## src/rtl/out_drv_pkg.sv

```systemverilog
// constants for the output driver power and short-circuit control registers
`default_nettype none
package out_drv_pkg;
  localparam int unsigned ADDR_W = 7;
  localparam int unsigned DATA_W = 8;

  // register locations
  localparam logic [6:0] ADDR_PAGE_SEL    = 7'h00;
  localparam logic [6:0] ADDR_RSVD_FIRST  = 7'h01;
  localparam logic [6:0] ADDR_RSVD_LAST   = 7'h1d;
  localparam logic [6:0] ADDR_AMP_ERR_POL = 7'h1e;
  localparam logic [6:0] ADDR_HP_DRV_CTRL = 7'h1f;
  localparam logic [6:0] ADDR_SPK_DRV_CTRL = 7'h20;

  localparam logic [7:0] PAGE_THIS        = 8'h01;
  localparam logic [7:0] PAGE_SEL_RESET   = 8'h00;

  // amplifier error policy fields
  localparam int unsigned POL_HP_BIT      = 1;
  localparam int unsigned POL_SPK_BIT     = 0;
  localparam int unsigned POL_RSVD_LSB    = 2;
  localparam logic [5:0] POL_RSVD_RESET   = 6'h00;

  // headphone driver control fields
  localparam int unsigned HP_LEFT_BIT     = 7;
  localparam int unsigned HP_RIGHT_BIT    = 6;
  localparam int unsigned HP_RSVD5_BIT    = 5;
  localparam int unsigned HP_CM_MSB       = 4;
  localparam int unsigned HP_CM_LSB       = 3;
  localparam int unsigned HP_RSVD2_BIT    = 2;
  localparam int unsigned HP_MODE_BIT     = 1;
  localparam int unsigned HP_SHORT_BIT    = 0;
  localparam logic [1:0] HP_CM_RESET      = 2'h0;
  localparam logic       HP_RSVD2_RESET   = 1'b1;

  // common-mode codes: 1.35 V, 1.5 V, 1.65 V, 1.8 V
  typedef enum logic [1:0] {
    CM_1V35 = 2'h0,
    CM_1V50 = 2'h1,
    CM_1V65 = 2'h2,
    CM_1V80 = 2'h3
  } cm_sel_type;

  // speaker driver control fields
  localparam int unsigned SPK_PWR_BIT     = 7;
  localparam int unsigned SPK_RSVD6_BIT   = 6;
  localparam int unsigned SPK_RSVD_MSB    = 5;
  localparam int unsigned SPK_RSVD_LSB    = 1;
  localparam int unsigned SPK_SHORT_BIT   = 0;
  localparam logic [4:0] SPK_RSVD_RESET   = 5'h03;

  localparam int unsigned SYNC_W          = 2;
endpackage
`default_nettype wire

```

## src/rtl/output_driver_power_short_ctrl.sv

```systemverilog
// register bank for headphone and speaker driver power and short-circuit handling
//
// Operation
// headphone policy 0 and powerdown mode: short clears both headphone power bits
// speaker policy 0: short clears speaker power bit; policy 1 keeps it
// headphone bit 7 powers left headphone driver, resets to 0
// headphone bit 6 powers right headphone driver, resets to 0
// bits 4:3 select common mode 1.35, 1.5, 1.65, 1.8 V
// mode 0 only limits current on short; mode 1 powers driver down
// headphone bit 0 reads live headphone short status, resets to 0
// speaker bit 7 powers mono speaker driver, resets to 0
// speaker bit 0 reads speaker short, valid only while powered up
// speaker bits 5:1 reset to 00011; host writes back only that
// headphone bit 2 resets to 1; host writes only 1
// host writes only zero to headphone bit 5
// host never writes locations 1 through 29
// error control bits 7:2 and both policy bits reset to zero
// page registers answer only while page select holds one
// short detector inputs pass a two-flop synchroniser first
// automatic power bit clear beats a simultaneous host write
`timescale 1ns/10ps
`default_nettype none
module output_driver_power_short_ctrl (
  // clock and reset
  input  wire logic                            clk_i,
  input  wire logic                            resetn_i,
  // register port
  input  wire logic                            reg_wr_i,
  input  wire logic [out_drv_pkg::ADDR_W-1:0]  reg_addr_i,
  input  wire logic [out_drv_pkg::DATA_W-1:0]  reg_wdata_i,
  output var  logic [out_drv_pkg::DATA_W-1:0]  reg_rdata_o,
  // short detectors, asynchronous
  input  wire logic                            hp_short_det_i,
  input  wire logic                            spk_short_det_i,
  // driver controls
  output var  logic                            left_headphone_driver_en_o,
  output var  logic                            right_headphone_driver_en_o,
  output var  out_drv_pkg::cm_sel_type         hp_cm_sel_o,
  output var  logic                            hp_current_limit_o,
  output var  logic                            spk_driver_en_o,
  output var  logic [out_drv_pkg::DATA_W-1:0]  page_sel_o
);
  import out_drv_pkg::*;

  logic [DATA_W-1:0] page_sel;
  logic              pol_hp;
  logic              pol_spk;
  logic [5:0]        pol_rsvd;
  logic              hp_left_pu;
  logic              hp_right_pu;
  logic              hp_rsvd5;
  logic [1:0]        hp_cm;
  logic              hp_rsvd2;
  logic              hp_mode;
  logic              spk_pu;
  logic              spk_rsvd6;
  logic [4:0]        spk_rsvd;

  logic [DATA_W-1:0] next_page_sel;
  logic              next_pol_hp;
  logic              next_pol_spk;
  logic [5:0]        next_pol_rsvd;
  logic              next_hp_left_pu;
  logic              next_hp_right_pu;
  logic              next_hp_rsvd5;
  logic [1:0]        next_hp_cm;
  logic              next_hp_rsvd2;
  logic              next_hp_mode;
  logic              next_spk_pu;
  logic              next_spk_rsvd6;
  logic [4:0]        next_spk_rsvd;
  logic [DATA_W-1:0] next_rdata;
  logic              next_left_en;
  logic              next_right_en;
  logic              next_limit;
  logic              next_spk_en;

  logic [1:0]        short_sync;
  logic              hp_short;
  logic              spk_short;
  logic              page_hit;
  logic              wr_pol;
  logic              wr_hp;
  logic              wr_spk;
  logic              hp_auto_clear;
  logic              spk_auto_clear;
  logic [DATA_W-1:0] pol_word;
  logic [DATA_W-1:0] hp_word;
  logic [DATA_W-1:0] spk_word;

  // detector levels enter the register clock domain here
  sync_two_ff #(
    .WIDTH (SYNC_W)
  ) u_short_sync (
    .clk_i    (clk_i),
    .resetn_i (resetn_i),
    .async_i  ({hp_short_det_i, spk_short_det_i}),
    .sync_o   (short_sync)
  );

  assign hp_short  = short_sync[1];
  assign spk_short = short_sync[0];

  assign page_hit = (page_sel == PAGE_THIS);
  assign wr_pol   = reg_wr_i && page_hit && (reg_addr_i == ADDR_AMP_ERR_POL);
  assign wr_hp    = reg_wr_i && page_hit && (reg_addr_i == ADDR_HP_DRV_CTRL);
  assign wr_spk   = reg_wr_i && page_hit && (reg_addr_i == ADDR_SPK_DRV_CTRL);

  // automatic power-down on short, per policy and mode
  assign hp_auto_clear  = hp_short && hp_mode && !pol_hp;
  assign spk_auto_clear = spk_short && !pol_spk;

  assign pol_word = {pol_rsvd, pol_hp, pol_spk};
  assign hp_word  = {hp_left_pu, hp_right_pu, hp_rsvd5, hp_cm, hp_rsvd2, hp_mode, hp_short};
  assign spk_word = {spk_pu, spk_rsvd6, spk_rsvd, spk_short && spk_pu};

  // register next values
  always_comb begin
    next_page_sel    = page_sel;
    next_pol_hp      = pol_hp;
    next_pol_spk     = pol_spk;
    next_pol_rsvd    = pol_rsvd;
    next_hp_left_pu  = hp_left_pu;
    next_hp_right_pu = hp_right_pu;
    next_hp_rsvd5    = hp_rsvd5;
    next_hp_cm       = hp_cm;
    next_hp_rsvd2    = hp_rsvd2;
    next_hp_mode     = hp_mode;
    next_spk_pu      = spk_pu;
    next_spk_rsvd6   = spk_rsvd6;
    next_spk_rsvd    = spk_rsvd;
    // page select sits at location 0 of every page
    if (reg_wr_i && (reg_addr_i == ADDR_PAGE_SEL)) begin
      next_page_sel = reg_wdata_i;
    end
    if (wr_pol) begin
      next_pol_rsvd = reg_wdata_i[DATA_W-1:POL_RSVD_LSB];
      next_pol_hp   = reg_wdata_i[POL_HP_BIT];
      next_pol_spk  = reg_wdata_i[POL_SPK_BIT];
    end
    if (wr_hp) begin
      next_hp_left_pu  = reg_wdata_i[HP_LEFT_BIT];
      next_hp_right_pu = reg_wdata_i[HP_RIGHT_BIT];
      next_hp_rsvd5    = reg_wdata_i[HP_RSVD5_BIT];
      next_hp_cm       = reg_wdata_i[HP_CM_MSB:HP_CM_LSB];
      next_hp_rsvd2    = reg_wdata_i[HP_RSVD2_BIT];
      next_hp_mode     = reg_wdata_i[HP_MODE_BIT];
    end
    if (wr_spk) begin
      next_spk_pu    = reg_wdata_i[SPK_PWR_BIT];
      next_spk_rsvd6 = reg_wdata_i[SPK_RSVD6_BIT];
      next_spk_rsvd  = reg_wdata_i[SPK_RSVD_MSB:SPK_RSVD_LSB];
    end
    // clears come last so they override a write in the same cycle
    if (hp_auto_clear) begin
      next_hp_left_pu  = 1'b0;
      next_hp_right_pu = 1'b0;
    end
    if (spk_auto_clear) begin
      next_spk_pu = 1'b0;
    end
  end

  // outputs and read data
  // mode 1 gates the drivers while a short lasts, even when the keep policy holds the bits
  always_comb begin
    next_left_en  = next_hp_left_pu && !(hp_mode && hp_short);
    next_right_en = next_hp_right_pu && !(hp_mode && hp_short);
    next_limit    = hp_short && !hp_mode;
    next_spk_en   = next_spk_pu;
    next_rdata    = 8'h00;
    if (reg_addr_i == ADDR_PAGE_SEL) begin
      next_rdata = page_sel;
    end else if (page_hit) begin
      unique case (reg_addr_i)
        ADDR_AMP_ERR_POL:  next_rdata = pol_word;
        ADDR_HP_DRV_CTRL:  next_rdata = hp_word;
        ADDR_SPK_DRV_CTRL: next_rdata = spk_word;
        default:           next_rdata = 8'h00;
      endcase
    end
  end

  always_ff @(posedge clk_i or negedge resetn_i) begin
    if (!resetn_i) begin
      page_sel    <= PAGE_SEL_RESET;
      pol_hp      <= 1'b0;
      pol_spk     <= 1'b0;
      pol_rsvd    <= POL_RSVD_RESET;
      hp_left_pu  <= 1'b0;
      hp_right_pu <= 1'b0;
      hp_rsvd5    <= 1'b0;
      hp_cm       <= HP_CM_RESET;
      hp_rsvd2    <= HP_RSVD2_RESET;
      hp_mode     <= 1'b0;
      spk_pu      <= 1'b0;
      spk_rsvd6   <= 1'b0;
      spk_rsvd    <= SPK_RSVD_RESET;
    end else begin
      page_sel    <= next_page_sel;
      pol_hp      <= next_pol_hp;
      pol_spk     <= next_pol_spk;
      pol_rsvd    <= next_pol_rsvd;
      hp_left_pu  <= next_hp_left_pu;
      hp_right_pu <= next_hp_right_pu;
      hp_rsvd5    <= next_hp_rsvd5;
      hp_cm       <= next_hp_cm;
      hp_rsvd2    <= next_hp_rsvd2;
      hp_mode     <= next_hp_mode;
      spk_pu      <= next_spk_pu;
      spk_rsvd6   <= next_spk_rsvd6;
      spk_rsvd    <= next_spk_rsvd;
    end
  end

  always_ff @(posedge clk_i or negedge resetn_i) begin
    if (!resetn_i) begin
      reg_rdata_o                 <= 8'h00;
      left_headphone_driver_en_o  <= 1'b0;
      right_headphone_driver_en_o <= 1'b0;
      hp_cm_sel_o                 <= CM_1V35;
      hp_current_limit_o          <= 1'b0;
      spk_driver_en_o             <= 1'b0;
      page_sel_o                  <= PAGE_SEL_RESET;
    end else begin
      reg_rdata_o                 <= next_rdata;
      left_headphone_driver_en_o  <= next_left_en;
      right_headphone_driver_en_o <= next_right_en;
      hp_cm_sel_o                 <= cm_sel_type'(next_hp_cm);
      hp_current_limit_o          <= next_limit;
      spk_driver_en_o             <= next_spk_en;
      page_sel_o                  <= next_page_sel;
    end
  end
endmodule
`default_nettype wire

```

## src/rtl/sync_two_ff.sv

```systemverilog
// two-flop synchroniser for asynchronous level inputs
`timescale 1ns/10ps
`default_nettype none
module sync_two_ff #(
  parameter int unsigned WIDTH = 1
) (
  // clock and reset
  input  wire logic             clk_i,
  input  wire logic             resetn_i,
  // levels
  input  wire logic [WIDTH-1:0] async_i,
  output var  logic [WIDTH-1:0] sync_o
);
  logic [WIDTH-1:0] stage_one;

  always_ff @(posedge clk_i or negedge resetn_i) begin
    if (!resetn_i) begin
      stage_one <= '0;
      sync_o    <= '0;
    end else begin
      stage_one <= async_i;
      sync_o    <= stage_one;
    end
  end
endmodule
`default_nettype wire

```

## config.mk

```make
export PLATFORM = sky130hd
export DESIGN_NAME = output_driver_power_short_ctrl
export DESIGN_NICKNAME = d
export VERILOG_FILES = /design/src/rtl/out_drv_pkg.sv /design/src/rtl/output_driver_power_short_ctrl.sv /design/src/rtl/sync_two_ff.sv
export SDC_FILE = /design/constraint.sdc
export NUM_CORES = 1
export LEC_CHECK = 0
export BUFFER_PORTS_ARGS = -buffer_cell sky130_fd_sc_hd__buf_2
export CORE_MARGIN = 4
export CORE_UTILIZATION = 48
export CTS_CLUSTER_DIAMETER = 50
export DETAILED_ROUTE_END_ITERATION = 8
export PLACE_DENSITY = 0.71
export SLEW_MARGIN = 20
export SYNTH_ARGS = -nofsm -noshare
export SYNTH_HDL_FRONTEND = slang
export SYNTH_SLANG_ARGS = --single-unit
```

## constraint.sdc

```tcl
create_clock -name clk_i -period 2.2 [get_ports clk_i]
set_clock_uncertainty 0.15 [all_clocks]
set_input_delay 0.11 -clock clk_i [delete_from_list [all_inputs] [get_ports clk_i]]
set_output_delay 0.11 -clock clk_i [all_outputs]
set_load 0.1 [all_outputs]
```

==> results of run 1 <==
==> kinds of logic (layout without fill, tap and decap cells) <==
group                  count (synthesis)  after routing  synth area share
buffers and inverters                  6             76            0.0198
AO/OA/AOI/OAI                         18             18            0.0681
multiplexers                          38             38             0.219
flip-flops                            45             45             0.597
AND/OR/NAND/NOR                       30             30            0.0959
==> worst max-delay path: stages (launching register included) <==
cell and delay [ps]:
dfrtp_4 500, nor4_2 390, nand3_1 250, nor3_4 360, mux2_2 380
==> power by group through the flow <==
stage / registers, mW / clock network, mW / logic (mW)
floorplan: 0.983 / 0 / 0.0526
global placement: 0.886 / 0 / 0.231
detailed placement: 0.888 / 0 / 0.235
CTS: 0.871 / 0.734 / 0.251
global route: 0.875 / 0.775 / 0.265
finish: 0.872 / 0.723 / 0.249
==> layout make-up <==
class                           instances  area [sq um]
Clock buffer                            5          68.8
Clock inverter                          3          65.1
Fill cell                             292          1240
Inverter                                3          11.3
Multi-Input combinational cell         86           737
Sequential cell                        45          1150
Tap cell                               48          60.1
Timing Repair Buffer                   65           413
==> sequential cells by signal, indices dropped and copies added, names as in the netlist <==
register,cells
hp_cm_sel_o,2
hp_current_limit_o,1
hp_left_pu,1
hp_mode,1
hp_right_pu,1
hp_rsvd2,1
hp_rsvd5,1
left_headphone_driver_en_o,1
page_sel_o,8
pol_hp,1
pol_rsvd,6
pol_spk,1
reg_rdata_o,8
right_headphone_driver_en_o,1
spk_driver_en_o,1
spk_rsvd,5
spk_rsvd6,1
u_short_sync.stage_one,2
u_short_sync.sync_o,2
==> routing by layer <==
metal | up-vias | track usage
met2 | 40 | 0.288
met1 | 673 | 0.248
met5 | - | 0
met4 | 0 | 0.0752
met3 | 5 | 0.0653
li1 | 642 | -
==> metrics by stage <==
step | instances | power [mW]
after floorplan | 137 | 1.04
after global placement | 236 | 1.12
after detailed placement | 236 | 1.12
after CTS | 255 | 1.86
after global routing | 255 | 1.91
final | 255 | 1.84
==> worst max-delay path by stage <==
stage | end | slack [ps]
after floorplan | pol_hp$_DFFE_PN0P_ | 4
after global placement | spk_rsvd6$_DFFE_PN0P_ | 60
after detailed placement | spk_rsvd[4]$_DFFE_PN0P_ | 40
after CTS | spk_rsvd[4]$_DFFE_PN0P_ | 70
after global routing | spk_rsvd[4]$_DFFE_PN0P_ | 0.1
final | spk_rsvd[4]$_DFFE_PN0P_ | 50
==> layout by cell type (no fill, tap or decap), drive strengths merged <==
cell / count
buf: 54
dfrtp: 42
mux2: 27
mux2i: 11
dlygate4sd3: 11
nand2: 10
a2bb2oi: 6
o22ai: 6
nor2: 5
clkbuf: 5
dfstp: 3
nor4: 3
nand4: 2
inv: 2
a21oi: 2
nor3: 2
o21ai: 2
bufinv: 2
clkinv: 2
nor4b: 1
and4bb: 1
and2: 1
or4: 1
or3: 1
a221o: 1
and4: 1
nor2b: 1
a211o: 1
nand3: 1
==> results_dict.tcl, run 1 <==
set metrics [dict create \
    ios 42 \
    synth.largest_area_cell "dfrtp_1" \
    timing_worst_slew_pin_value_ps 526 \
    cp_max_fo 7 \
    routed_wl_um 4300 \
    synth_cell_types 27 \
    vdd_drop_max_v 0.000502 \
    drv_slew 0 \
    startpoint "page_sel_o[4]$_DFFE_PN0P_" \
    dpl_worst_slack_ps 43.8 \
    worstSkewPairLatency_ps 300 \
    cts_tree "done" \
    drt_iter0_markers 108 \
    outcome "finished, final reports clean" \
    p_int_mw 1.38 \
    ctsHtreeMaxLevel 2 \
    detail_route.wl_per_cell_um 16.9 \
    power_frac_seq 0.473 \
    post_cts_buffers 0 \
    crit_path_end_kind "flip-flop" \
    leakagePower_nw 1.27 \
    drive_gt1_frac 0.507 \
    maxCapViolations 0 \
    hold_slack_ps 171 \
    synth.most_common_cell "dfrtp_1" \
    syn_nets 157 \
    setup_ws_ps 52.5 \
    p_sw_mw 0.466 \
    post-dp-hpwl_um 3040 \
    netlist_top_cells_area "dfrtp_1 56%, mux2_2 16%, mux2i_1 5.8%" \
    synth_seq_cells 45 \
    vias_per_cell 5.33 \
    criticalPathCategory "flip-flop to flip-flop" \
    async_flop_share 1.00 \
    finalHoldViolations 0 \
    clock.fmax_mhz 466 \
    grt_usage 0.189 \
    cts-resized-gates 0 \
    synth_seq_area_share 0.597 \
    antennaDiodeCount 0 \
    worst-r2r-setup-slack_ps 50 \
    start_util 0.505 \
    p_sw_frac 0.253 \
    final_nets 226 \
    post-synth-top-area-fraction 0.556 \
    critPathLaunchType "flip-flop" \
    avgSynthCellArea_sq_um 13.8 \
    die_h_um 70.8 \
    rsz0062_at_grt "false" \
    met1_length_um 1920 \
    routed-wl-met2_um 2020 \
    setup_violations 0 \
    ys.flop_type "dfrtp_1" \
    fin_util 0.668 \
    yosys_warnings 0 \
    yosys-top-cells-count "42 x dfrtp_1, 27 x mux2_2, 11 x mux2i_1" \
    drtAntennaViolNets 0 \
    syn_area_sq_um 1890 \
    overflow 0 \
    reg2reg_to "spk_rsvd[4]$_DFFE_PN0P_" \
    place_area_sq_um 2260 \
    wl_met3_um 289 \
    top_layer "met4" \
    slew_headroom 0.650 \
    synth-edff-count 0 \
    clock-root-buffer "clkbuf_8" \
    hold_class "primary input to async pin" \
    clkTransAtPathRegs_ps 80 \
    dieArea_sq_um 5010 \
    die_x_um 70.8 \
    core_area_sq_um 3740 \
    cts_sinks 45 \
    clockBufferDepth 2 \
    area_growth_pct 32.3 \
    p_per_area_nw_per_um2 737 \
    grt_max_degree 25 \
    synth_cells 137 \
    reg2reg_depth 4 \
    first_pass_iters 4 \
    pwr-share-clk 0.392 \
    pwr-share-comb 0.135 \
    numPortBuffers 41 \
    fin_crit_sh 0.976 \
    gp_congestion 0.880 \
    first_global_vias 1469 \
    ctsHoldBuffers 11 \
    drcViolationCount 0 \
    stdcell_area_sq_um 2500 \
    required_ps 2230 \
    vias 1360 \
    r2r-start "page_sel_o[4]$_DFFE_PN0P_" \
    cts_buffers 5 \
    grt_first_pass_wirelength_um 7230 \
    fin_crit_ps 2150 \
    fp-row-count 22 \
    setup_tns_ps 0 \
    antenna_found_initial 0 \
    cp.arrival_ps 2180 \
]
No activity file was read; power rests on OpenSTA's default activity.
==> inputs of run 2 (changes only) <==
--- a/config.mk
+++ b/config.mk
@@ -7,10 +7,9 @@
 export LEC_CHECK = 0
 export BUFFER_PORTS_ARGS = -buffer_cell sky130_fd_sc_hd__buf_2
 export CORE_MARGIN = 4
-export CORE_UTILIZATION = 48
-export CTS_CLUSTER_DIAMETER = 50
+export CORE_UTILIZATION = 53
 export DETAILED_ROUTE_END_ITERATION = 8
-export PLACE_DENSITY = 0.71
+export PLACE_DENSITY = 0.74
 export SLEW_MARGIN = 20
 export SYNTH_ARGS = -nofsm -noshare
 export SYNTH_HDL_FRONTEND = slang
==> constraint.sdc (replaced) <==
create_clock -name clk_i -period 2.3 [get_ports clk_i]
set_clock_uncertainty 0.15 [all_clocks]
set_input_delay 0.115 -clock clk_i [delete_from_list [all_inputs] [get_ports clk_i]]
set_output_delay 0.115 -clock clk_i [all_outputs]
set_load 0.1 [all_outputs]
==> run 2 against run 1 <==
Against the previous run: first-iteration DRC count is 20% lower; sequential cell count stayed put; utilization is 3.1 points higher.
==> results_dict.tcl, run 2 (same netlist as run 1, synthesis figures left out) <==
set metrics [dict create \
    detail_route.wl_per_cell_um 17.1 \
    crit_path_end_kind "flip-flop" \
    cp_slowest_cell "dfrtp_2" \
    leakagePower_nw 1.20 \
    start_util 0.558 \
    die_x_um 67.7 \
    critPathLaunchType "flip-flop" \
    post_cts_buffers 0 \
    first_pass_iters 7 \
    p_int_mw 0.995 \
    fill_cells 260 \
    hold_class "primary input to flip-flop" \
    cp_max_fo 7 \
    cts_tree "done" \
    worst-path-buf-inv 0 \
    overflow 0 \
    vias_per_cell 5.75 \
    cp.arrival_ps 2280 \
    ctsHtreeMaxLevel 2 \
    finalHoldViolations 0 \
    fin_crit_sh 0.937 \
    grt_first_pass_wirelength_um 6890 \
    post-dp-hpwl_um 2960 \
    path_delay_family "simple AND/OR/NAND/NOR gates" \
    gp_congestion 0.779 \
    hold-path-endpoint "reg_rdata_o[5]$_DFF_PN0_" \
    setup_ws_ps 144 \
    clock-root-buffer "clkbuf_4" \
    required_ps 2420 \
    slowest_delay_ps 460 \
    drt_iter0_markers 86 \
    ios 42 \
    p_sw_frac 0.309 \
    setup_tns_ps 0 \
    antenna_found_initial 0 \
    cts_sinks 45 \
    pwr-share-clk 0.268 \
    dpl_worst_slack_ps 109 \
    p_per_area_nw_per_um2 607 \
    mostFrequentLayoutCells "41 x buf_2, 34 x dfrtp_1, 27 x mux2_2" \
    reg2reg_to "spk_rsvd[4]$_DFFE_PN0P_" \
    vdd_drop_max_v 0.000448 \
    numPortBuffers 41 \
    p_sw_mw 0.444 \
    maxCapViolations 0 \
    vias 1421 \
    fp-row-count 21 \
    r2r-start "page_sel_o[1]$_DFFE_PN0P_" \
    min_path_cells 4 \
    drtAntennaViolNets 0 \
    fin_crit_ps 2160 \
    cts_buffers 5 \
    first_global_vias 1408 \
    finalPower_mw 1.44 \
    drive_gt1_frac 0.493 \
    final_common_cell "buf_2" \
    crit_chain "nor4b_2, nand3_1, nor3_4, mux2_2" \
    reg2reg_depth 4 \
    pwr-share-comb 0.155 \
    power_frac_seq 0.578 \
    timing_worst_slew_pin_value_ps 942 \
    outcome "finished, final reports clean" \
    worstSkewPairLatency_ps 380 \
    drv_slew 0 \
    setup_violations 0 \
    antennaDiodeCount 0 \
    drcViolationCount 0 \
    holdCritStartpoint "reg_addr_i[5]" \
    cts-resized-gates 0 \
    reg_top3 "page_sel_o (8), reg_rdata_o (8), pol_rsvd (6)" \
    slew_headroom 0.372 \
    rsz0062_at_grt "false" \
    dieArea_sq_um 4590 \
    routed_wl_um 4230 \
    area_growth_pct 25.4 \
    clkTransAtPathRegs_ps 130 \
    die_h_um 67.7 \
    final_nets 220 \
    clockBufferDepth 2 \
    criticalPathCategory "flip-flop to flip-flop" \
    grt_max_degree 46 \
    core_area_sq_um 3390 \
    clock.fmax_mhz 464 \
    worst-r2r-setup-slack_ps 140 \
    grt_usage 0.214 \
]
run 2: cell types whose count changed in the layout (fill, tap and decap cells not counted):
cell,previous run,this run
clkinvlp_4,0,1
buf_4,13,7
dfrtp_4,3,0
clkbuf_4,0,5
clkbuf_8,5,0
inv_6,0,1
bufinv_16,2,0
dfrtp_2,5,8
run 2: worst register-to-register path, stage by stage, from the launching register on:
cell and delay, ps:
dfrtp_2 460, nor4b_2 440, nand3_1 260, nor3_4 360, mux2_2 380
run 2: layout make-up:
type | count | area (sq um) | share of cell area
Inverter | 3 | 11.3 | 0.00475
Clock inverter | 3 | 21.3 | 0.00897
Sequential cell | 45 | 1140 | 0.480
Tap cell | 46 | 57.6 | 0.0243
Timing Repair Buffer | 59 | 368 | 0.155
Multi-Input combinational cell | 86 | 737 | 0.311
Clock buffer | 5 | 37.5 | 0.0158
run 2: worst max path at each step:
stage                               to  cells past startpoint                      start  slack [ps]
5_1_grt        spk_rsvd[4]$_DFFE_PN0P_                      4  page_sel_o[4]$_DFFE_PN0P_          50
3_5_place_dp   spk_rsvd[2]$_DFFE_PN0P_                      5              reg_addr_i[6]         110
3_3_place_gp     spk_rsvd6$_DFFE_PN0P_                      5              reg_addr_i[6]         160
6_report       spk_rsvd[4]$_DFFE_PN0P_                      4  page_sel_o[1]$_DFFE_PN0P_         140
2_1_floorplan       pol_hp$_DFFE_PN0P_                      4  page_sel_o[0]$_DFFE_PN0P_          70
4_1_cts        spk_rsvd[4]$_DFFE_PN0P_                      4  page_sel_o[1]$_DFFE_PN0P_         140
run 2: power groups by stage:
stage	Combinational, mW	Clock [mW]	Sequential (mW)
final	0.223	0.385	0.832
after global routing	0.236	0.432	0.835
after CTS	0.224	0.401	0.832
after detailed placement	0.209	0	0.847
after global placement	0.205	0	0.846
after floorplan	0.0503	0	0.938
run 2: per-stage QoR:
step	utilization	instances	instance area (sq um)	hold WS, ps
2_1_floorplan	-	137	1910	-331
3_3_place_gp	0.650	228	2200	73.0
3_5_place_dp	0.650	228	2200	80.2
4_1_cts	0.700	247	2370	70.7
5_1_grt	0.700	247	2370	108
6_report	0.700	247	2370	87.3
run 2: metal layers:
metal,wire length [um],track usage,share of wire
met3,285,0.0433,0.067
met5,0,0,0
met2,2050,0.322,0.48
met4,99,0.111,0.023
met1,1800,0.291,0.42
run 2: timing repair:
| item | 4_1_cts | 5_1_grt |
|---|---|---|
| endpoints found under the hold margin | 76 | 0 |
| endpoints found under the setup margin | 0 | 0 |
| hold buffers | 11 | 0 |
==> inputs of run 3 (changes only) <==
--- a/config.mk
+++ b/config.mk
@@ -7,9 +7,9 @@
 export LEC_CHECK = 0
 export BUFFER_PORTS_ARGS = -buffer_cell sky130_fd_sc_hd__buf_2
 export CORE_MARGIN = 4
-export CORE_UTILIZATION = 53
+export CORE_UTILIZATION = 55
 export DETAILED_ROUTE_END_ITERATION = 8
-export PLACE_DENSITY = 0.74
+export PLACE_DENSITY = 0.77
 export SLEW_MARGIN = 20
 export SYNTH_ARGS = -nofsm -noshare
 export SYNTH_HDL_FRONTEND = slang
==> constraint.sdc (replaced) <==
create_clock -name clk_i -period 2.7 [get_ports clk_i]
set_clock_uncertainty 0.15 [all_clocks]
set_input_delay 0.135 -clock clk_i [delete_from_list [all_inputs] [get_ports clk_i]]
set_output_delay 0.135 -clock clk_i [all_outputs]
set_load 0.1 [all_outputs]
==> run 3 against run 2 <==
Against the previous run: global-route usage fell by 0.68 points; utilization barely moved; sequential power fell by 15%; non-clock buffer count fell by 2; sequential share of layout area rose by 0.34 points; via count fell by 4.2%; register-to-register slack improved by 340 ps; final cell count fell by 0.81%; worst hold slack improved by 12 ps; critical path depth rose by 1; die area fell by 3.2%; critical path type unchanged; critical endpoint is now pol_rsvd[2]$_DFFE_PN0P_; largest cell class unchanged.
==> results_dict.tcl, run 3 (same netlist as run 1, synthesis figures left out) <==
set metrics [dict create \
    antennaDiodeCount 0 \
    grt_first_pass_wirelength_um 6640 \
    vias_per_cell 5.56 \
    gp_congestion 0.775 \
    final_common_cell "dfrtp_1" \
    cts_sinks 45 \
    maxCapViolations 0 \
    mostFrequentLayoutCells "42 x dfrtp_1, 41 x buf_2, 27 x mux2_2" \
    clkTransAtPathRegs_ps 130 \
    cts_tree "done" \
    antenna_found_initial 0 \
    slew_headroom 0.362 \
    drcViolationCount 0 \
    setup_tns_ps 0 \
    setup_violations 0 \
    fin_crit_ps 2210 \
    hold_class "primary input to flip-flop" \
    overflow 0 \
    post_cts_buffers 0 \
    cts_buffers 5 \
    worstSkewPairLatency_ps 360 \
    grt_usage 0.207 \
    crit_chain "nor4b_1, buf_4, nand3_1, nor3_4, mux2_2" \
    clock.fmax_mhz 452 \
    finalHoldViolations 0 \
    drive_gt1_frac 0.437 \
    outcome "finished, final reports clean" \
    crit_path_end_kind "flip-flop" \
    leakagePower_nw 1.20 \
    dieArea_sq_um 4440 \
    post-dp-hpwl_um 2840 \
    cp.arrival_ps 2320 \
    reg_top3 "page_sel_o (8), reg_rdata_o (8), pol_rsvd (6)" \
    drt_iter0_markers 91 \
    routed_wl_um 3960 \
    fp-row-count 21 \
    numPortBuffers 41 \
    fin_crit_sh 0.819 \
    p_per_area_nw_per_um2 524 \
    detail_route.wl_per_cell_um 16.2 \
    final_nets 218 \
    worst-path-buf-inv 1 \
    path_delay_family "simple AND/OR/NAND/NOR gates" \
    slowest_delay_ps 450 \
    die_h_um 66.7 \
    cp_max_fo 8 \
    place_inst 226 \
    cp_slowest_cell "nor3_4" \
    first_pass_iters 4 \
    start_util 0.567 \
    rsz0062_at_grt "false" \
    drtAntennaViolNets 0 \
    required_ps 2810 \
    area_growth_pct 23.4 \
    fin_cells 245 \
    core_area_sq_um 3340 \
    clockBufferDepth 2 \
    die_x_um 66.7 \
    ios 42 \
    grt_max_degree 46 \
    cts-resized-gates 0 \
    first_global_vias 1372 \
    fill_cells 271 \
    critPathLaunchType "flip-flop" \
    vias 1361 \
    ctsHtreeMaxLevel 2 \
    clock-root-buffer "clkbuf_4" \
    vdd_drop_max_v 0.000287 \
    timing_worst_slew_pin_value_ps 958 \
    drv_slew 0 \
    criticalPathCategory "flip-flop to flip-flop" \
]
==> run 3: cell types whose count changed in the layout (fill, tap and decap cells not counted) <==
| cell | change |
|---|---|
| dfrtp_2 | -8 |
| nor4_2 | -1 |
| nor4b_1 | +1 |
| buf_4 | -2 |
| nor4b_2 | -1 |
| dfrtp_1 | +8 |
| nor4_1 | +1 |
==> run 3: report_power, final <==
part | leakage, nW | switching, mW | internal [mW] | total (mW)
clock network | 0.0316 | 0.222 | 0.103 | 0.325
registers | 0.603 | 0.0147 | 0.690 | 0.705
logic | 0.567 | 0.137 | 0.0563 | 0.193
total | 1.20 | 0.374 | 0.850 | 1.22
==> run 3: repair_timing <==
item / CTS / global route
endpoints found under the setup margin: 0 / 0
hold buffers: 11 / 0
hold endpoints to repair: 76 / 0
==> run 3: final cells by class <==
type	count	area [sq um]	area share
flip-flops and latches	45	1130	0.484
repair buffers	57	353	0.151
clock buffers	5	37.5	0.0161
inverters	3	11.3	0.00482
clock inverters	3	21.3	0.00911
well taps	46	57.6	0.0247
multi-input cells	86	724	0.310
==> run 3: layer usage <==
| layer | share of wire | vias to the layer above | track usage |
|---|---|---|---|
| met3 | 0.044 | 6 | 0.0354 |
| met4 | 0.014 | 0 | 0.0914 |
| met2 | 0.52 | 36 | 0.360 |
| met1 | 0.42 | 688 | 0.250 |
| li1 | - | 631 | - |
| met5 | 0 | - | 0 |
==> run 3: worst paths after layout <==
check,cells after the start,endpoint,slack (ps),start
max reg2reg,5,pol_rsvd[2]$_DFFE_PN0P_,490,page_sel_o[1]$_DFFE_PN0P_
max,5,pol_rsvd[2]$_DFFE_PN0P_,490,page_sel_o[1]$_DFFE_PN0P_
min in group asynchronous,2,page_sel_o[4]$_DFFE_PN0P_,290,resetn_i
max in group asynchronous,2,hp_mode$_DFFE_PN0N_,1520,resetn_i
min reg2reg,0,u_short_sync.sync_o[1]$_DFF_PN0_,210,u_short_sync.stage_one[1]$_DFF_PN0_
min,4,reg_rdata_o[6]$_DFF_PN0_,100,reg_addr_i[5]
==> run 3: metrics by stage <==
step                      power [mW]  utilization  hold slack (ps)  worst slack [ps]  instance area [sq um]
final                           1.22        0.700             99.4               489                   2330
after floorplan                0.837            -             -311              45.2                   1890
after global routing            1.28        0.700              131               324                   2330
after detailed placement       0.899        0.649             94.6               365                   2170
after CTS                       1.23        0.700             83.3               495                   2330
after global placement         0.895        0.649             92.5               417                   2170
==> run 3: worst register-to-register path, stage by stage (launching register included) <==
cell     delay, ps
dfrtp_1        440
nor4b_1        310
buf_4          180
nand3_1        180
nor3_4         450
mux2_2         390
